===== config.mk =====
export PLATFORM = sky130hd
export DESIGN_NAME = iqgor_top
export DESIGN_NICKNAME = d
export VERILOG_FILES = /design/src/logic/iqgor_pkg.sv /design/src/logic/iqgor_top.sv
export SDC_FILE = /design/constraint.sdc
export NUM_CORES = 1
export LEC_CHECK = 0
export BUFFER_PORTS_ARGS = -buffer_cell sky130_fd_sc_hd__buf_2
export CAP_MARGIN = 20
export CORE_ASPECT_RATIO = 0.5
export CORE_MARGIN = 1.5
export CORE_UTILIZATION = 60
export DETAILED_ROUTE_END_ITERATION = 12
export HOLD_SLACK_MARGIN = 0.03
export PLACE_DENSITY = 0.78
export REMOVE_ABC_BUFFERS = 1
export SLEW_MARGIN = 40
export SYNTH_ARGS = -nofsm -noshare
export SYNTH_HDL_FRONTEND = slang
export SYNTH_SLANG_ARGS = --single-unit

===== constraint.sdc =====
create_clock -name ref_clk_i -period 9.7 [get_ports ref_clk_i]
set_input_delay 0.97 -clock ref_clk_i [delete_from_list [all_inputs] [get_ports ref_clk_i]]
set_output_delay 0.97 -clock ref_clk_i [all_outputs]
set_load 0.05 [all_outputs]

===== src/logic/iqgor_pkg.sv =====
// constants and register map for the iq gain, offset and ramp stage
// What this block does
// [RQ1] 13-bit signed phase skew from upper five and lower eight bits, applied I into Q
// [RQ2] four lane sleep bits each force one of data bits 3..0 to zero
// [RQ3] 16-bit I offset from two bytes added to every I sample
// [RQ4] separate 16-bit Q offset from its own two bytes added to every Q sample
// [RQ5] I samples multiplied by 6-bit gain, lsb one thirty-second, reset 0x20 unity
// [RQ6] Q samples multiplied by independent 6-bit gain, same weighting, reset unity
// [RQ7] turn-on raises gain by rise step every four clocks up to I gain
// [RQ8] turn-off lowers gain by fall step every four clocks down to zero
// [RQ9] software keeps both step values no larger than the I gain setting
// [RQ10] manual off bit 7 turns output off via ramp, clearing turns it on
// [RQ11] read-only status bit 6 is one while output off, also after reset
// [RQ12] software enables the digital gain function before using manual off
// [RQ13] status follows on/off state only while gain function is enabled
// [RQ14] with gate stepping enabled, transmit gate edges ramp output on or off
// [RQ15] ramp clamps at target or zero instead of overshooting
package iqgor_pkg;
  // register offsets
  localparam logic [7:0] ADDR_PHASE_LOW = 8'h37;
  localparam logic [7:0] ADDR_PHASE_HIGH = 8'h38;
  localparam logic [7:0] ADDR_LANE_PD = 8'h39;
  localparam logic [7:0] ADDR_I_OFF_LOW = 8'h3b;
  localparam logic [7:0] ADDR_I_OFF_HIGH = 8'h3c;
  localparam logic [7:0] ADDR_Q_OFF_LOW = 8'h3d;
  localparam logic [7:0] ADDR_Q_OFF_HIGH = 8'h3e;
  localparam logic [7:0] ADDR_I_GAIN = 8'h3f;
  localparam logic [7:0] ADDR_Q_GAIN = 8'h40;
  localparam logic [7:0] ADDR_RISE_STEP = 8'h41;
  localparam logic [7:0] ADDR_FALL_STEP = 8'h42;
  // reset values
  localparam logic [5:0] GAIN_RESET = 6'h20;
  localparam logic [5:0] STEP_RESET = 6'h01;
  localparam logic STATUS_RESET = 1'b1;
  // field positions in the fall step register
  localparam int MUTE_BIT = 7;
  localparam int STATUS_BIT = 6;
  // field widths
  localparam int SAMPLE_W = 16;
  localparam int PHASE_HI_W = 5;
  localparam int LANE_W = 4;
  localparam int GAIN_W = 6;
  localparam int RAMP_W = 7;
  // datapath scaling
  localparam int GAIN_SHIFT = 5;
  localparam int PHASE_SHIFT = 14;
  // ramp update cadence, one step every four clocks
  localparam logic [1:0] TICK_LAST = 2'h3;
  localparam logic [15:0] SAT_MAX = 16'h7fff;
  localparam logic [15:0] SAT_MIN = 16'h8000;
endpackage


===== src/logic/iqgor_top.sv =====
// iq phase skew, gain, dc offset and gain ramp stage
`timescale 1ns/1ps
module iqgor_top (
  // clock and reset
  input wire logic ref_clk_i,
  input wire logic arst_n_i,
  // configuration port
  input wire logic cfg_wr_i,
  input wire logic cfg_rd_i,
  input wire logic [7:0] cfg_addr_i,
  input wire logic [7:0] cfg_wdata_i,
  output logic [7:0] cfg_rdata_o,
  // control inputs from elsewhere in the device
  input wire logic iq_gain_func_en_i,
  input wire logic gate_step_en_i,
  input wire logic transmit_gate_i,
  // sample input
  input wire logic sample_valid_i,
  input wire logic [15:0] i_sample_i,
  input wire logic [15:0] q_sample_i,
  // sample output
  output logic out_valid_o,
  output logic [15:0] i_out_o,
  output logic [15:0] q_out_o,
  output logic output_off_o
);

  typedef struct packed {
    logic [7:0] phase_low;
    logic [4:0] phase_high;
    logic [3:0] lane_pd;
    logic [7:0] i_off_low;
    logic [7:0] i_off_high;
    logic [7:0] q_off_low;
    logic [7:0] q_off_high;
    logic [5:0] i_gain;
    logic [5:0] q_gain;
    logic [5:0] rise_step;
    logic [5:0] fall_step;
    logic mute;
    logic status;
    logic [6:0] ramp;
    logic [1:0] tick;
    logic s1_v;
    logic [15:0] s1_i;
    logic [15:0] s1_q;
    logic s2_v;
    logic [15:0] s2_i;
    logic [15:0] s2_q;
    logic out_v;
    logic [15:0] out_i;
    logic [15:0] out_q;
    logic [7:0] rdata;
  } iqgor_state_s;

  localparam iqgor_state_s STATE_RESET = '{
    phase_low: 8'h00,
    phase_high: 5'h00,
    lane_pd: 4'h0,
    i_off_low: 8'h00,
    i_off_high: 8'h00,
    q_off_low: 8'h00,
    q_off_high: 8'h00,
    i_gain: iqgor_pkg::GAIN_RESET,
    q_gain: iqgor_pkg::GAIN_RESET,
    rise_step: iqgor_pkg::STEP_RESET,
    fall_step: iqgor_pkg::STEP_RESET,
    mute: 1'b0,
    status: iqgor_pkg::STATUS_RESET,
    ramp: 7'h00,
    tick: 2'h0,
    s1_v: 1'b0,
    s1_i: 16'h0000,
    s1_q: 16'h0000,
    s2_v: 1'b0,
    s2_i: 16'h0000,
    s2_q: 16'h0000,
    out_v: 1'b0,
    out_i: 16'h0000,
    out_q: 16'h0000,
    rdata: 8'h00
  };

  iqgor_state_s state_reg;
  iqgor_state_s state_next;

  // saturate a wide signed value into a 16-bit sample
  function automatic logic [15:0] iqgor_sat16(input logic signed [31:0] v);
    logic [15:0] r;
    if (v > $signed({16'h0000, iqgor_pkg::SAT_MAX})) begin
      r = iqgor_pkg::SAT_MAX;
    end else if (v < $signed({16'hffff, iqgor_pkg::SAT_MIN})) begin
      r = iqgor_pkg::SAT_MIN;
    end else begin
      r = v[15:0];
    end
    return r;
  endfunction

  // scale a sample by an unsigned gain with five fraction bits
  function automatic logic [15:0] iqgor_scale(input logic [15:0] x, input logic [6:0] g);
    logic signed [31:0] p;
    p = $signed({{16{x[15]}}, x}) * $signed({25'h0, g});
    return iqgor_sat16(p >>> iqgor_pkg::GAIN_SHIFT);
  endfunction

  // add a two-byte offset to a sample, saturating instead of wrapping
  function automatic logic [15:0] iqgor_add_off(input logic [15:0] x, input logic [7:0] hi, input logic [7:0] lo);
    logic signed [31:0] s;
    s = $signed({{16{x[15]}}, x}) + $signed({{16{hi[7]}}, hi, lo});
    return iqgor_sat16(s);
  endfunction

  typedef enum logic [3:0] {
    SEL_NONE,
    SEL_PHASE_LOW,
    SEL_PHASE_HIGH,
    SEL_LANE_PD,
    SEL_I_OFF_LOW,
    SEL_I_OFF_HIGH,
    SEL_Q_OFF_LOW,
    SEL_Q_OFF_HIGH,
    SEL_I_GAIN,
    SEL_Q_GAIN,
    SEL_RISE_STEP,
    SEL_FALL_STEP
  } iqgor_sel_e;
  // one address decode shared by writes and reads, so the two maps cannot drift apart
  function automatic iqgor_sel_e iqgor_decode(input logic [7:0] a);
    iqgor_sel_e s;
    if (a == iqgor_pkg::ADDR_PHASE_LOW) begin
      s = SEL_PHASE_LOW;
    end else if (a == iqgor_pkg::ADDR_PHASE_HIGH) begin
      s = SEL_PHASE_HIGH;
    end else if (a == iqgor_pkg::ADDR_LANE_PD) begin
      s = SEL_LANE_PD;
    end else if (a == iqgor_pkg::ADDR_I_OFF_LOW) begin
      s = SEL_I_OFF_LOW;
    end else if (a == iqgor_pkg::ADDR_I_OFF_HIGH) begin
      s = SEL_I_OFF_HIGH;
    end else if (a == iqgor_pkg::ADDR_Q_OFF_LOW) begin
      s = SEL_Q_OFF_LOW;
    end else if (a == iqgor_pkg::ADDR_Q_OFF_HIGH) begin
      s = SEL_Q_OFF_HIGH;
    end else if (a == iqgor_pkg::ADDR_I_GAIN) begin
      s = SEL_I_GAIN;
    end else if (a == iqgor_pkg::ADDR_Q_GAIN) begin
      s = SEL_Q_GAIN;
    end else if (a == iqgor_pkg::ADDR_RISE_STEP) begin
      s = SEL_RISE_STEP;
    end else if (a == iqgor_pkg::ADDR_FALL_STEP) begin
      s = SEL_FALL_STEP;
    end else begin
      s = SEL_NONE;
    end
    return s;
  endfunction

  logic off_req;
  logic [6:0] target;
  logic [7:0] up_step;
  logic [7:0] down_step;
  logic [7:0] up_sum;
  logic [7:0] gap;
  logic on_settled;
  logic [6:0] i_mult;
  logic [6:0] q_mult;
  logic [15:0] i_masked;
  logic [15:0] q_masked;
  logic [12:0] skew;
  logic signed [31:0] skew_prod;
  logic signed [31:0] q_skewed;
  logic [15:0] lane_keep;
  iqgor_sel_e sel;

  always_comb begin
    state_next = state_reg;
    off_req = 1'b0;
    target = 7'h00;
    up_step = 8'h00;
    down_step = 8'h00;
    up_sum = 8'h00;
    gap = 8'h00;
    on_settled = 1'b0;
    i_mult = 7'h00;
    q_mult = 7'h00;
    i_masked = 16'h0000;
    q_masked = 16'h0000;
    skew = 13'h0;
    skew_prod = 32'sh0;
    q_skewed = 32'sh0;
    lane_keep = 16'hffff;

    // configuration writes; status bit is not writable
    sel = iqgor_decode(cfg_addr_i);
    if (cfg_wr_i) begin
      case (sel)
        SEL_PHASE_LOW: begin
          state_next.phase_low = cfg_wdata_i;
        end
        SEL_PHASE_HIGH: begin
          state_next.phase_high = cfg_wdata_i[iqgor_pkg::PHASE_HI_W-1:0];
        end
        SEL_LANE_PD: begin
          state_next.lane_pd = cfg_wdata_i[iqgor_pkg::LANE_W-1:0];
        end
        SEL_I_OFF_LOW: begin
          state_next.i_off_low = cfg_wdata_i;
        end
        SEL_I_OFF_HIGH: begin
          state_next.i_off_high = cfg_wdata_i;
        end
        SEL_Q_OFF_LOW: begin
          state_next.q_off_low = cfg_wdata_i;
        end
        SEL_Q_OFF_HIGH: begin
          state_next.q_off_high = cfg_wdata_i;
        end
        SEL_I_GAIN: begin
          state_next.i_gain = cfg_wdata_i[iqgor_pkg::GAIN_W-1:0];
        end
        SEL_Q_GAIN: begin
          state_next.q_gain = cfg_wdata_i[iqgor_pkg::GAIN_W-1:0];
        end
        SEL_RISE_STEP: begin
          state_next.rise_step = cfg_wdata_i[iqgor_pkg::GAIN_W-1:0];
        end
        SEL_FALL_STEP: begin
          state_next.mute = cfg_wdata_i[iqgor_pkg::MUTE_BIT];
          state_next.fall_step = cfg_wdata_i[iqgor_pkg::GAIN_W-1:0];
        end
        default: begin
        end
      endcase
    end

    // configuration reads, answered one clock later; unmapped reads give zero
    state_next.rdata = 8'h00;
    if (cfg_rd_i) begin
      case (sel)
        SEL_PHASE_LOW: begin
          state_next.rdata = state_reg.phase_low;
        end
        SEL_PHASE_HIGH: begin
          state_next.rdata = {3'h0, state_reg.phase_high};
        end
        SEL_LANE_PD: begin
          state_next.rdata = {4'h0, state_reg.lane_pd};
        end
        SEL_I_OFF_LOW: begin
          state_next.rdata = state_reg.i_off_low;
        end
        SEL_I_OFF_HIGH: begin
          state_next.rdata = state_reg.i_off_high;
        end
        SEL_Q_OFF_LOW: begin
          state_next.rdata = state_reg.q_off_low;
        end
        SEL_Q_OFF_HIGH: begin
          state_next.rdata = state_reg.q_off_high;
        end
        SEL_I_GAIN: begin
          state_next.rdata = {2'h0, state_reg.i_gain};
        end
        SEL_Q_GAIN: begin
          state_next.rdata = {2'h0, state_reg.q_gain};
        end
        SEL_RISE_STEP: begin
          state_next.rdata = {2'h0, state_reg.rise_step};
        end
        SEL_FALL_STEP: begin
          state_next.rdata = {state_reg.mute, state_reg.status, state_reg.fall_step}; // RQ11
        end
        default: begin
          state_next.rdata = 8'h00;
        end
      endcase
    end

    // off request: manual bit or a low transmit gate when gate stepping is on
    off_req = state_reg.mute | (gate_step_en_i & ~transmit_gate_i); // RQ10 RQ14
    target = off_req ? 7'h00 : {1'b0, state_reg.i_gain};
    // steps carry four fraction bits, gain five, so a step counts double
    up_step = {1'b0, state_reg.rise_step, 1'b0};
    down_step = {1'b0, state_reg.fall_step, 1'b0};
    up_sum = {1'b0, state_reg.ramp} + up_step;

    if (!iq_gain_func_en_i) begin
      // function off: programmed gain applies, manual off is ignored and status is frozen
      state_next.ramp = {1'b0, state_reg.i_gain}; // RQ12
      state_next.tick = 2'h0;
      state_next.status = state_reg.status; // RQ13
    end else begin
      state_next.tick = state_reg.tick + 2'h1;
      if (state_reg.tick == iqgor_pkg::TICK_LAST) begin
        if (state_reg.ramp < target) begin
          // a zero step stalls the ramp; software keeps steps sane
          if (up_sum > {1'b0, target}) begin
            state_next.ramp = target; // RQ15
          end else begin
            state_next.ramp = up_sum[6:0]; // RQ7
          end
        end else if (state_reg.ramp > target) begin
          gap = {1'b0, state_reg.ramp} - {1'b0, target};
          if (gap > down_step) begin
            state_next.ramp = state_reg.ramp - down_step[6:0]; // RQ8
          end else begin
            state_next.ramp = target; // RQ15
          end
        end
      end
      state_next.status = (state_next.ramp == 7'h00); // RQ11 RQ13
    end

    // gain selection: I follows the ramp, Q is capped by the ramp until settled
    on_settled = (state_reg.ramp == {1'b0, state_reg.i_gain}) & ~off_req;
    i_mult = state_reg.ramp; // RQ5
    if (!iq_gain_func_en_i || on_settled) begin
      q_mult = {1'b0, state_reg.q_gain}; // RQ6
    end else if (state_reg.ramp < {1'b0, state_reg.q_gain}) begin
      q_mult = state_reg.ramp;
    end else begin
      q_mult = {1'b0, state_reg.q_gain};
    end

    // stage 1: lane sleep mask and phase skew
    lane_keep = {12'hfff, ~state_reg.lane_pd};
    i_masked = i_sample_i & lane_keep; // RQ2
    q_masked = q_sample_i & lane_keep; // RQ2
    skew = {state_reg.phase_high, state_reg.phase_low};
    // small-angle rotation: q plus i times the skew angle in radians
    skew_prod = $signed({{16{i_masked[15]}}, i_masked}) * $signed({{19{skew[12]}}, skew}); // RQ1
    q_skewed = $signed({{16{q_masked[15]}}, q_masked}) + (skew_prod >>> iqgor_pkg::PHASE_SHIFT); // RQ1
    state_next.s1_v = sample_valid_i;
    if (sample_valid_i) begin
      state_next.s1_i = i_masked;
      state_next.s1_q = iqgor_sat16(q_skewed);
    end

    // stage 2: gain
    state_next.s2_v = state_reg.s1_v;
    if (state_reg.s1_v) begin
      state_next.s2_i = iqgor_scale(state_reg.s1_i, i_mult); // RQ5
      state_next.s2_q = iqgor_scale(state_reg.s1_q, q_mult); // RQ6
    end

    // stage 3: dc offset; offset stays even while muted, as the converter expects
    state_next.out_v = state_reg.s2_v;
    if (state_reg.s2_v) begin
      state_next.out_i = iqgor_add_off(state_reg.s2_i, state_reg.i_off_high, state_reg.i_off_low); // RQ3
      state_next.out_q = iqgor_add_off(state_reg.s2_q, state_reg.q_off_high, state_reg.q_off_low); // RQ4
    end
  end

  always_ff @(posedge ref_clk_i or negedge arst_n_i) begin
    if (!arst_n_i) begin
      state_reg <= STATE_RESET;
    end else begin
      state_reg <= state_next;
    end
  end

  assign cfg_rdata_o = state_reg.rdata;
  assign out_valid_o = state_reg.out_v;
  assign i_out_o = state_reg.out_i;
  assign q_out_o = state_reg.out_q;
  assign output_off_o = state_reg.status;

endmodule // iqgor_top


# --- After elaboration in Yosys (flattened, before gate mapping) ---
# Cells that the tools add are included.
totals:
  regBits: 191
  inputBits: 56
  out_inout_bits: 42
  elab_cells: 129
classes:
  addsub: 7
  n_mul: 3
  order_cmp: 15
  eq_ne: 24
  n_mux: 33
  bitwise_logic: 8
  n_reduce_logical: 14
op_table:
  columns: ["cell", "n"]
  rows:
  - ["2-to-1 mux 16 bit", 10]
  - ["case mux 8 bit (11 select lines)", 1]
  - ["equality test 8 x 6 -> 1 bit (second input constant)", 8]
  - ["2-to-1 mux 7 bit", 8]
  - ["greater-than comparator 17 x 16 -> 1 bit (second input constant)", 3]
  - ["< comparator 17 x 16 -> 1 bit (second input constant)", 3]
  - ["multiplier 16 x 8 -> 24 bit", 2]
  - ["2-to-1 mux 4 bit", 11]
  - ["greater-than comparator 19 x 16 -> 1 bit (second input constant)", 2]
  - ["< comparator 19 x 16 -> 1 bit (second input constant)", 2]
  - ["adder 16 x 16 -> 17 bit", 2]
  - ["AND 16 bit", 2]
  - ["multiplier 16 x 13 -> 29 bit", 1]
  - ["equality test 8 x 7 -> 1 bit (second input constant)", 3]
  - ["AND reduction 2 bit", 11]
  - ["adder 16 x 15 -> 17 bit", 1]
  - ["equality test 4 x 3 -> 1 bit (second input constant)", 4]
  - ["equality test 4 bit (second input constant)", 4]
  - ["< comparator 7 x 6 -> 1 bit", 2]
  - ["2-to-1 mux 9 bit", 1]
  - ["adder 7 x 7 -> 8 bit", 1]
  - ["equality test 4 x 2 -> 1 bit (second input constant)", 2]
  - ["greater-than comparator 8 x 6 -> 1 bit", 1]
  - ["greater-than comparator 8 x 7 -> 1 bit", 1]
  - ["other kinds (16)", 18]

# --- Logic depth before layout (Yosys ltp) ---
# Gate-level depths: netlist (run 1).
logic_depth:
  word_depth: 15
  depth_mapped: 36
  ltp_nobuf: 33

# --- Worst setup path before layout (run 1) ---
# No wires, ideal clock.
synth_timing:
  kind: "input port to flip-flop"
  startpoint: "input i_sample_i[2]"
  endpoint: "register state_reg[81] (netlist bit)"
  setup_time_ps: 137
  arrival_time_ps: 8123
  required_ps: 9563
  slack_ps: 1440
  path_stages: 30
  n_path_buf: 2
  cell_sequence: "nor2b_1 clkbuf_1 nand2_1 fa_1 fa_1 inv_1 fa_1 fa_1 fa_1 fa_1 ha_1 a211o_1 a21oi_1 o211ai_1 o21ai_0 a21oi_1 o21a_1 or2_2 xor2_1 ha_1 inv_1 o21bai_1 a2111o_1 a41oi_1 o21ai_0 nor4b_1 o21ai_1 buf_2 a21oi_1 a21oi_1"
synth_between:
  elab_chain_len: 6
  word_cells_on_any_way: 7
  classes_between: "add/sub (1); mul (1); order compare (2); mux (2); bitwise (1)"
synth_rtl:
  columns: ["item", "line_no", "rtl"]
  rows:
  - ["start: declaration", "iqgor_top.sv:19", "input wire logic [15:0] i_sample_i,"]
  - ["AND 16 bit (*)", "iqgor_top.sv:328", "i_masked = i_sample_i & lane_keep;"]
  - ["multiplier 16 x 13 -> 29 bit (*)", "iqgor_top.sv:332", "skew_prod = $signed({{16{i_masked[15]}}, i_masked}) * $signed({{19{skew[12]}}, skew});"]
  - ["adder 16 x 15 -> 17 bit (*)", "iqgor_top.sv:333", "q_skewed = $signed({{16{q_masked[15]}}, q_masked}) + (skew_prod >>> iqgor_pkg::PHASE_SHIFT);"]
  - ["< comparator 17 x 16 -> 1 bit", "iqgor_top.sv:92", "end else if (v < $signed({16'hffff, iqgor_pkg::SAT_MIN})) begin"]
  - ["2-to-1 mux 16 bit", "iqgor_top.sv:92", null]
  - ["2-to-1 mux 16 bit (*)", "iqgor_top.sv:90", "if (v > $signed({16'h0000, iqgor_pkg::SAT_MAX})) begin"]
  - ["end signal: assignment", "iqgor_top.sv:359", "state_reg <= state_next;"]
  - ["end: declaration", "iqgor_top.sv:84", "iqgor_state_s state_reg;"]
# Mark *: on every way between the ends. The rest lies on a longest branch, timed or not.
# A chain may end at the register's enable or synchronous reset.

# --- Worst setup path after layout (run 1) ---
layout_timing:
  startpoint: "input i_sample_i[2]"
  endpoint: "register state_reg[80] (netlist bit)"
# Same word-level chain as after synthesis.

==> results of run 1 <==
==> metrics by stage <==
step / cells / cell area, µm² / hold slack, ps / util (%)
3_3_place_gp: 3396 / 27500 / 418 / 62.9
2_1_floorplan: 2687 / 26100 / 403 / -
5_1_grt: 3430 / 28100 / 439 / 64.4
3_5_place_dp: 3396 / 27500 / 416 / 62.9
4_1_cts: 3428 / 28100 / 426 / 64.3
6_report: 3430 / 28100 / 428 / 64.4
==> layout make-up <==
| type | count | area [µm²] | area share (%) |
|---|---|---|---|
| antenna | 1 | 2.50 | 0.00889 |
| clock buffer | 17 | 425 | 1.51 |
| clock inverter | 15 | 178 | 0.632 |
| inverter | 454 | 1700 | 6.06 |
| multi-input combinational | 2042 | 19600 | 69.7 |
| sequential | 191 | 4790 | 17.0 |
| tap | 588 | 736 | 2.62 |
| timing repair buffer | 122 | 703 | 2.50 |
==> path summary, 6_finish.rpt <==
path	startpoint	end	slack [ps]	cells after the start
worst max-delay path	i_sample_i[2]	state_reg[80]	990	29
worst min-delay path	state_reg[107]	state_reg[107]	430	1
worst max register to register	state_reg[176]	state_reg[80]	1080	28
worst min register to register	state_reg[107]	state_reg[107]	430	1
max in group asynchronous	arst_n_i	skew[9]	8050	2
min in group asynchronous	arst_n_i	state_reg[69]	510	1
==> kinds of logic after synthesis <==
group,after synthesis,synth area share (%)
AO/OA/AOI/OAI,442,11.3
AND/OR/NAND/NOR,744,13.9
adder cells (fa/ha/maj),614,39.2
flip-flops,191,17.9
XOR/XNOR,111,3.64
multiplexers,114,5.06
buffers and inverters,589,8.95
other,2,0.0281
==> per-layer routing <==
layer	share of wire [%]	global-route usage, %	wire length (µm)
met4	2.3	7.61	1500
met3	9.0	6.14	5910
met5	0	0	0
met2	45	46.3	29600
met1	44	42.8	28500
==> layout by cell type, fill, tap and decap left out, types with 7 or more instances in the layout <==
| master | count |
|---|---|
| xnor2_1 | 66 |
| conb_1 | 17 |
| inv_1 | 452 |
| nor2b_1 | 77 |
| a221oi_1 | 16 |
| o2bb2ai_1 | 15 |
| o21ai_0 | 61 |
| a21oi_2 | 12 |
| o211ai_1 | 10 |
| a21oi_1 | 125 |
| a22oi_1 | 22 |
| nand2_1 | 245 |
| a21o_1 | 41 |
| o21a_1 | 21 |
| buf_4 | 24 |
| nand3_1 | 15 |
| ha_1 | 244 |
| dfrtp_1 | 184 |
| nor2_1 | 130 |
| fa_1 | 370 |
| or2_2 | 7 |
| o21bai_1 | 13 |
| clkbuf_16 | 18 |
| nand4_1 | 7 |
| nand2b_1 | 22 |
| a21boi_0 | 14 |
| buf_2 | 95 |
| a31oi_1 | 15 |
| mux2i_1 | 9 |
| mux2_2 | 98 |
| a211oi_1 | 8 |
| and2_1 | 182 |
| nor3_1 | 25 |
| xor2_1 | 45 |
| and3_1 | 9 |
==> power by group <==
part	total [mW]	switching [mW]	internal [mW]
logic	3.10	1.90	1.20
registers	1.19	0.216	0.975
clock network	0.732	0.364	0.368
total	5.02	2.48	2.54
==> results.md, run 1 <==
- Routability cong.: 0.915
- Worst VDD drop: 0.239 mV
- Hold Path Class: reg2reg
- PwrDens: 179 mW/mm²
- PostCTS Resize Cnt: 0
- Slowest stage delay, CP: 530 ps
- Post-route ant nets: 0
- First-pass GRT wire length: 108000 µm
- Critical path's top delay family: adder cells
- Data arrival time of the critical path: 9030 ps
- Post-synth EDFFs: 0
- TritonCTS clock tree: built
- CTS sink cnt: 191
- Placeable core region: 0.0437 mm²
- Post-CTS setup buffers: 0
- Seq cells post-synth: 191
- Cts bufs inserted: 17
- Top cell by count, worst path: fa_1
- Yosys top cell area share: 27.7%
- Dpl hpwl: 52300 µm
- Largest net degree at the start of global routing: 125
- Final wirelength: 65600 µm
- Power, Total: 5.02 mW
- Clock Skews: 16.1 ps
- RSZ-0062 raised after global routing: false
- DR vias/cell: 5.81
- Dpl ws: 614 ps
- Type of origin of the critical path: input port
- Final hold violation count: 0
- Max-cap violations: 0
- Number of fill cells in the layout: 3517
- Routed len/inst: 19.1 µm
- FP Rows: 54
- CP Buf/Inv Count: 3
- Max reg flops: 121
- Initial antenna violation count: 1
- Final layout net count: 3498
- Vias in the first global route: 20400
- Setup CP Type: in2reg
- Top_reg_cell synth: dfrtp_1
- Syn_area_per_cell: 9.51 µm²
- Area delta synth->final: 5.38%
- Slew HR: 43.0%
- Worst Path Max Fanout: 15
- Initial Util: 61.1%
- Final period util: 89.8%
- Mapped Area: 0.0267 mm²
- Most frequent cell after synthesis: inv_1
- Leakage power: 14.3 nW
- DR DRC count: 0
- Leading area contributor after synthesis: fa_1
- Total GRT Usage: 29.8%
- Req. time, crit path: 10030 ps
- Tmin final: 8710 ps
- Status: complete, no violations
- Root buffer cell: clkbuf_16
- Post-Syn Instances: 2807
- Setup ws final: 993 ps
- Synth warn: 0
- Die H: 152 µm
- Post-synth cell types: 83
- Total grt overflow: 0
- Die width: 301 µm
- Final setup viols: 0
- Crit. End Element: register
- Worst-case clock buffer depth: 2
- Hold buffers post-CTS: 0
- Clock latency on the worst-skew pair: 470 ps
- H-tree depth: 4
- Worst slew pin tran: 855 ps
- CP max stage cell: fa_1
- Initial DRC count: 1611
- Final TNS setup: 0 ps
- Async set or reset register ratio after synthesis: 100%
- Layout cells sized above 1: 10.7%
- Register area share after synthesis: 17.9%
- Reg clk slew, reported paths: 80 ps
- Routed vias: 19900
- I/O Buffers: 97
- Synth area leaders: fa_1, dfrtp_1, ha_1
- Max Fclk: 0.115 GHz
- Num ports: 98
- Max Slew Vio Count: 0
- First drt pass iteration count: 5
- Die area: 0.0458 mm²
- Synth cell count leaders: inv_1, fa_1, nand2_1
(Power assumes the default switching activity.)
==> run 2, diff against run 1 <==
==> constraint.sdc (replaced) <==
create_clock -name ref_clk_i -period 10.9 [get_ports ref_clk_i]
set_input_delay 1.09 -clock ref_clk_i [delete_from_list [all_inputs] [get_ports ref_clk_i]]
set_output_delay 1.09 -clock ref_clk_i [all_outputs]
set_load 0.05 [all_outputs]
==> run 2 against run 1 <==
Net effect: combinational power fell by 11%; clock skew shrank 0.98 ps; final area shrank 0.12%; sequential share of layout area hardly changed; routed wire length rose by 0.17%; first-iteration DRC count is 3.0% higher; worst setup slack better by 1300 ps; count of clock-buffer cells in the layout increased by 2; flip-flop and latch count is the same; clock power shrank 14%; via count is essentially flat; critical path depth rose by 1; largest cell class unchanged; largest power group unchanged.
==> results.md, run 2 (same netlist as run 1, synthesis figures left out) <==
- Clock latency on the worst-skew pair: 470 ps
- TritonCTS clock tree: built
- Initial Util: 61.1%
- CP max stage cell: fa_1
- DR vias/cell: 5.81
- Max Slew Vio Count: 0
- Routability cong.: 0.953
- Worst Path Max Fanout: 15
- PostCTS Resize Cnt: 0
- Final wirelength: 65700 µm
- Number of fill cells in the layout: 3516
- Final Core Density: 64.3%
- H-tree depth: 4
- Hold Path Class: reg2reg
- Total grt overflow: 0
- Largest net degree at the start of global routing: 119
- Max-cap violations: 0
- Initial antenna violation count: 1
- Worst r2r path cells: 26
- Hold Path Cell Cnt: 1
- Power, Total: 4.44 mW
- Total GRT Usage: 29.8%
- Inst Count DP: 3394
- Hold_ws: 447 ps
- Top cell by count, worst path: fa_1
- Max reg flops: 121
- Final Cell Area: 0.0281 mm²
- Logic gate share of total power: 62.0%
- Dpl hpwl: 53000 µm
- Hold buffers post-CTS: 0
- Num ports: 98
- Final period util: 78.9%
- Hold Path End: state_reg[107]
- Post-CTS setup buffers: 0
- Worst VDD drop: 0.200 mV
- Routed vias: 19900
- Die width: 301 µm
- Root buffer cell: clkbuf_16
- FF-to-FF setup slack: 2370 ps
- Dpl cell area: 0.0275 mm²
- Reg clk slew, reported paths: 80 ps
- Setup ws final: 2300 ps
- First drt pass iteration count: 6
- Post-route ant nets: 0
- Initial DRC count: 1660
- Clock share of power: 14.2%
- Type of origin of the critical path: input port
- FP Rows: 54
- I/O Buffers: 97
- Post-route insts no fill: 3428
- Clock Skews: 15.1 ps
- Slew HR: 42.0%
- Sw frac: 49.5%
- Worst-case clock buffer depth: 2
- Leakage power: 14.3 nW
- PwrDens: 158 mW/mm²
- Worst slew pin tran: 870 ps
- Die area: 0.0458 mm²
- Final hold violation count: 0
- DR DRC count: 0
- Placeable core region: 0.0437 mm²
- Routed len/inst: 19.2 µm
- Commonest non-fill, non-tap cell in the layout: inv_1
- Req. time, crit path: 11210 ps
- Switching Power: 2.20 mW
- CTS sink cnt: 191
- Crit. End Element: register
- First-pass GRT wire length: 108000 µm
- Vias in the first global route: 20400
- Die H: 152 µm
- Final layout net count: 3496
- RSZ-0062 raised after global routing: false
- Data arrival time of the critical path: 8910 ps
- Hold path start: state_reg[107]
- Max Fclk: 0.116 GHz
- Dpl ws: 1860 ps
- Status: complete, no violations
- Most frequent cells in the layout: inv_1, fa_1, nand2_1, ha_1, dfrtp_1
- Area delta synth->final: 5.25%
- Final setup viols: 0
- Setup CP Type: in2reg
- Layout cells sized above 1: 10.7%
- Seq pwr share: 23.8%
- RR Endpoint: state_reg[74]
- Cts bufs inserted: 17
- Tmin final: 8600 ps
- P_int: 2.24 mW
- FF-to-FF Start: skew[4]
- Slowest stage delay, CP: 530 ps
- Final TNS setup: 0 ps
run 2: power by group through the flow:
stage	sequential [mW]	combinational, mW	clock, mW
CTS	1.05	2.72	0.634
floorplan	1.16	1.87	0
detailed placement	1.06	2.70	0
global route	1.07	3.08	0.670
finish	1.06	2.75	0.632
global placement	1.06	2.62	0
run 2: how the worst max path moves through the flow:
stage	startpoint	endpoint	slack [ps]
floorplan	i_sample_i[2]	state_reg[82]	2480
global placement	i_sample_i[3]	state_reg[82]	1930
detailed placement	i_sample_i[3]	state_reg[82]	1860
CTS	i_sample_i[3]	state_reg[77]	2330
global route	i_sample_i[3]	state_reg[78]	1800
finish	i_sample_i[3]	state_reg[74]	2300
run 2: final cells by class:
type | instances | area (µm²) | share of cell area, %
antenna | 1 | 2.50 | 0.00891
clock buffer | 19 | 443 | 1.58
clock inverter | 13 | 125 | 0.445
inverter | 454 | 1700 | 6.06
multi-input combinational | 2042 | 19600 | 69.8
sequential | 191 | 4790 | 17.0
tap | 588 | 736 | 2.62
timing repair buffer | 120 | 684 | 2.44
run 2: per-layer routing:
layer,up-vias,GRT usage [%],share of wire (%)
met4,0,8.57,2.8
met2,816,44.8,45
met1,9897,42.9,43
met3,154,7.29,9.6
met5,-,0,0
li1,9050,-,-
run 2: critical path, delay by kind of cell:
kind / cells / cell delay (ps)
and+or+nand+nor: 3 / 730
adders and majority gates: 9 / 3760
buffers and inverters: 4 / 410
xor gates and xnor gates: 1 / 120
AOI/OAI and AO/OA: 13 / 2790
==> run 3, diff against run 2 <==
--- a/config.mk
+++ b/config.mk
@@ -5,14 +5,15 @@
 export SDC_FILE = /design/constraint.sdc
 export NUM_CORES = 1
 export LEC_CHECK = 0
+export ABC_AREA = 1
 export BUFFER_PORTS_ARGS = -buffer_cell sky130_fd_sc_hd__buf_2
 export CAP_MARGIN = 20
 export CORE_ASPECT_RATIO = 0.5
 export CORE_MARGIN = 1.5
-export CORE_UTILIZATION = 60
+export CORE_UTILIZATION = 59
 export DETAILED_ROUTE_END_ITERATION = 12
 export HOLD_SLACK_MARGIN = 0.03
-export PLACE_DENSITY = 0.78
+export PLACE_DENSITY = 0.79
 export REMOVE_ABC_BUFFERS = 1
 export SLEW_MARGIN = 40
 export SYNTH_ARGS = -nofsm -noshare
==> constraint.sdc (replaced) <==
create_clock -name ref_clk_i -period 7 [get_ports ref_clk_i]
set_input_delay 0.7 -clock ref_clk_i [delete_from_list [all_inputs] [get_ports ref_clk_i]]
set_output_delay 0.7 -clock ref_clk_i [all_outputs]
set_load 0.05 [all_outputs]
==> run 3 against run 2 <==
Net effect: area after synthesis increased by 5.3%; worst setup slack got worse by 2400 ps; non-clock buffer count increased by 169; die area increased by 7.0%; routed wire length increased by 17%; core utilization increased by 2.5 points; final cell count increased by 31%; first-iteration DRC count increased by 5.3%; the run now ends with negative setup slack left; sequential share of layout area decreased by 1.7 points; critical path depth increased by 7; via count increased by 22%.
==> results.md, run 3 <==
- Status: finished with violations
- Violated checks: negative setup slack
- Max reg flops: 121
- CP max stage cell: fa_1
- First-pass GRT wire length: 123000 µm
- Top cell by count, worst path: fa_1
- Reg clk slew, reported paths: 90 ps
- Synth warn: 0
- Register area share after synthesis: 17.0%
- Mapped Area: 0.0281 mm²
- Most frequent cells in the layout: nand2_1, inv_1, fa_1, nor2_1, ha_1
- Layout cells sized above 1: 13.0%
- Hold buffers post-CTS: 0
- Routability cong.: 1.01
- Total grt overflow: 0
- Most frequent cell after synthesis: nand2_1
- Req. time, crit path: 7300 ps
- Synth area leaders: fa_1, dfrtp_1, ha_1
- Num ports: 98
- Worst-case clock buffer depth: 2
- Synth cell count leaders: nand2_1, inv_1, fa_1
- Crit. End Element: register
- H-tree depth: 4
- Clock latency on the worst-skew pair: 460 ps
- Syn_area_per_cell: 7.69 µm²
- Tmin final: 7070 ps
- Hold Path Class: in2async
- Max Slew Vio Count: 0
- Clock Skews: 21.5 ps
- Leading area contributor after synthesis: fa_1
- CTS sink cnt: 191
- First drt pass iteration count: 10
- Final TNS setup: -376 ps
- Vias in the first global route: 24300
- Top_reg_cell synth: dfrtp_1
- Dpl hpwl: 62900 µm
- Initial Util: 59.9%
- Routed vias: 24300
- Final setup viols: 13
- Final period util: 101%
- Die area: 0.0491 mm²
- Commonest non-fill, non-tap cell in the layout: nand2_1
- Yosys top cell area share: 26.3%
- Cts bufs inserted: 17
- Area delta synth->final: 11.5%
- Worst slew pin tran: 942 ps
- FP Rows: 56
- Placeable core region: 0.0469 mm²
- Max-cap violations: 0
- Root buffer cell: clkbuf_16
- Post-synth EDFFs: 0
- Data arrival time of the critical path: 7370 ps
- TritonCTS clock tree: built
- Type of origin of the critical path: register
- Async set or reset register ratio after synthesis: 100%
- Seq cells post-synth: 191
- Post-synth cell types: 59
- Final hold violation count: 0
- Initial antenna violation count: 2
- DR vias/cell: 5.40
- I/O Buffers: 97
- Slowest stage delay, CP: 560 ps
- Max Fclk: 0.141 GHz
- Post-route ant nets: 0
- Initial DRC count: 1748
- Largest net degree at the start of global routing: 104
- Die H: 157 µm
- Setup CP Type: reg2reg
- Total GRT Usage: 31.7%
- Routed len/inst: 17.1 µm
- RSZ-0062 raised after global routing: true
- Worst Path Max Fanout: 7
- Post-Syn Instances: 3657
- Final wirelength: 76800 µm
- Die width: 312 µm
- Final layout net count: 4510
- Slew HR: 37.2%
- DR DRC count: 0
- Setup ws final: -69.3 ps
run 3: logic make-up after synthesis:
family,synth area share [%]
xor+xnor,3.58
fa+ha+maj,37.2
compound gates,9.33
buf+inv,13.4
simple gates,19.5
other cells,0.0267
flops,17.0
run 3: repair_timing:
action | in CTS | in global routing
buffers inserted | 8 | 15
pin swaps | 16 | 44
setup endpoints to repair | 16 | 31
gates cloned | 0 | 1
resized for setup | 39 | 95
run 3: path summary, 6_finish.rpt:
kind,from,endpoint,slack (ps),cells past startpoint
max in group asynchronous,arst_n_i,state_reg[45],5520,3
max reg2reg,skew[2],state_reg[88],-70,37
min reg2reg,q_out_o[0],q_out_o[0],490,2
min in group ref_clk_i,q_out_o[0],q_out_o[0],490,2
max,skew[2],state_reg[88],-70,37
min,arst_n_i,i_out_o[13],110,1
run 3: area by class of cell:
type	instances	area, µm²
Multi-Input combinational cell	2544	20100
Fill cell	3849	15600
Sequential cell	191	4790
Inverter	797	3000
Timing Repair Buffer	289	2020
Tap cell	638	798
Clock buffer	17	425
Clock inverter	15	218
Antenna cell	1	2.50
run 3: per-layer routing:
layer	vias up	routed length, µm	GRT usage, %
met5	-	13	0
met3	176	6450	5.47
met4	2	2550	11.0
met2	949	36200	53.2
met1	11700	31500	41.8
li1	11400	-	-
run 3: through the flow:
| stage | util, % | cell area [µm²] | setup WS (ps) | cells | hold WS [ps] |
|---|---|---|---|---|---|
| floorplan | - | 27400 | -292 | 3531 | 404 |
| global placement | 63.9 | 30000 | -520 | 4434 | 419 |
| detailed placement | 63.9 | 30000 | -619 | 4434 | 468 |
| CTS | 65.7 | 30800 | 3.83 | 4474 | 363 |
| global route | 66.8 | 31300 | -399 | 4492 | 124 |
| finish | 66.8 | 31300 | -69.3 | 4492 | 112 |
run 3: worst max-delay path: cells and delay by family (launching register included):
family | cells | cell delay (ps)
flops | 1 | 510
compound gates | 10 | 1170
xor+xnor | 2 | 340
simple gates | 8 | 760
fa+ha+maj | 8 | 3350
buf+inv | 9 | 750
Power of run 3 is left out: the tool's default activity adds up to more than one toggle a clock period on the data nets, which glitch-free logic cannot reach.
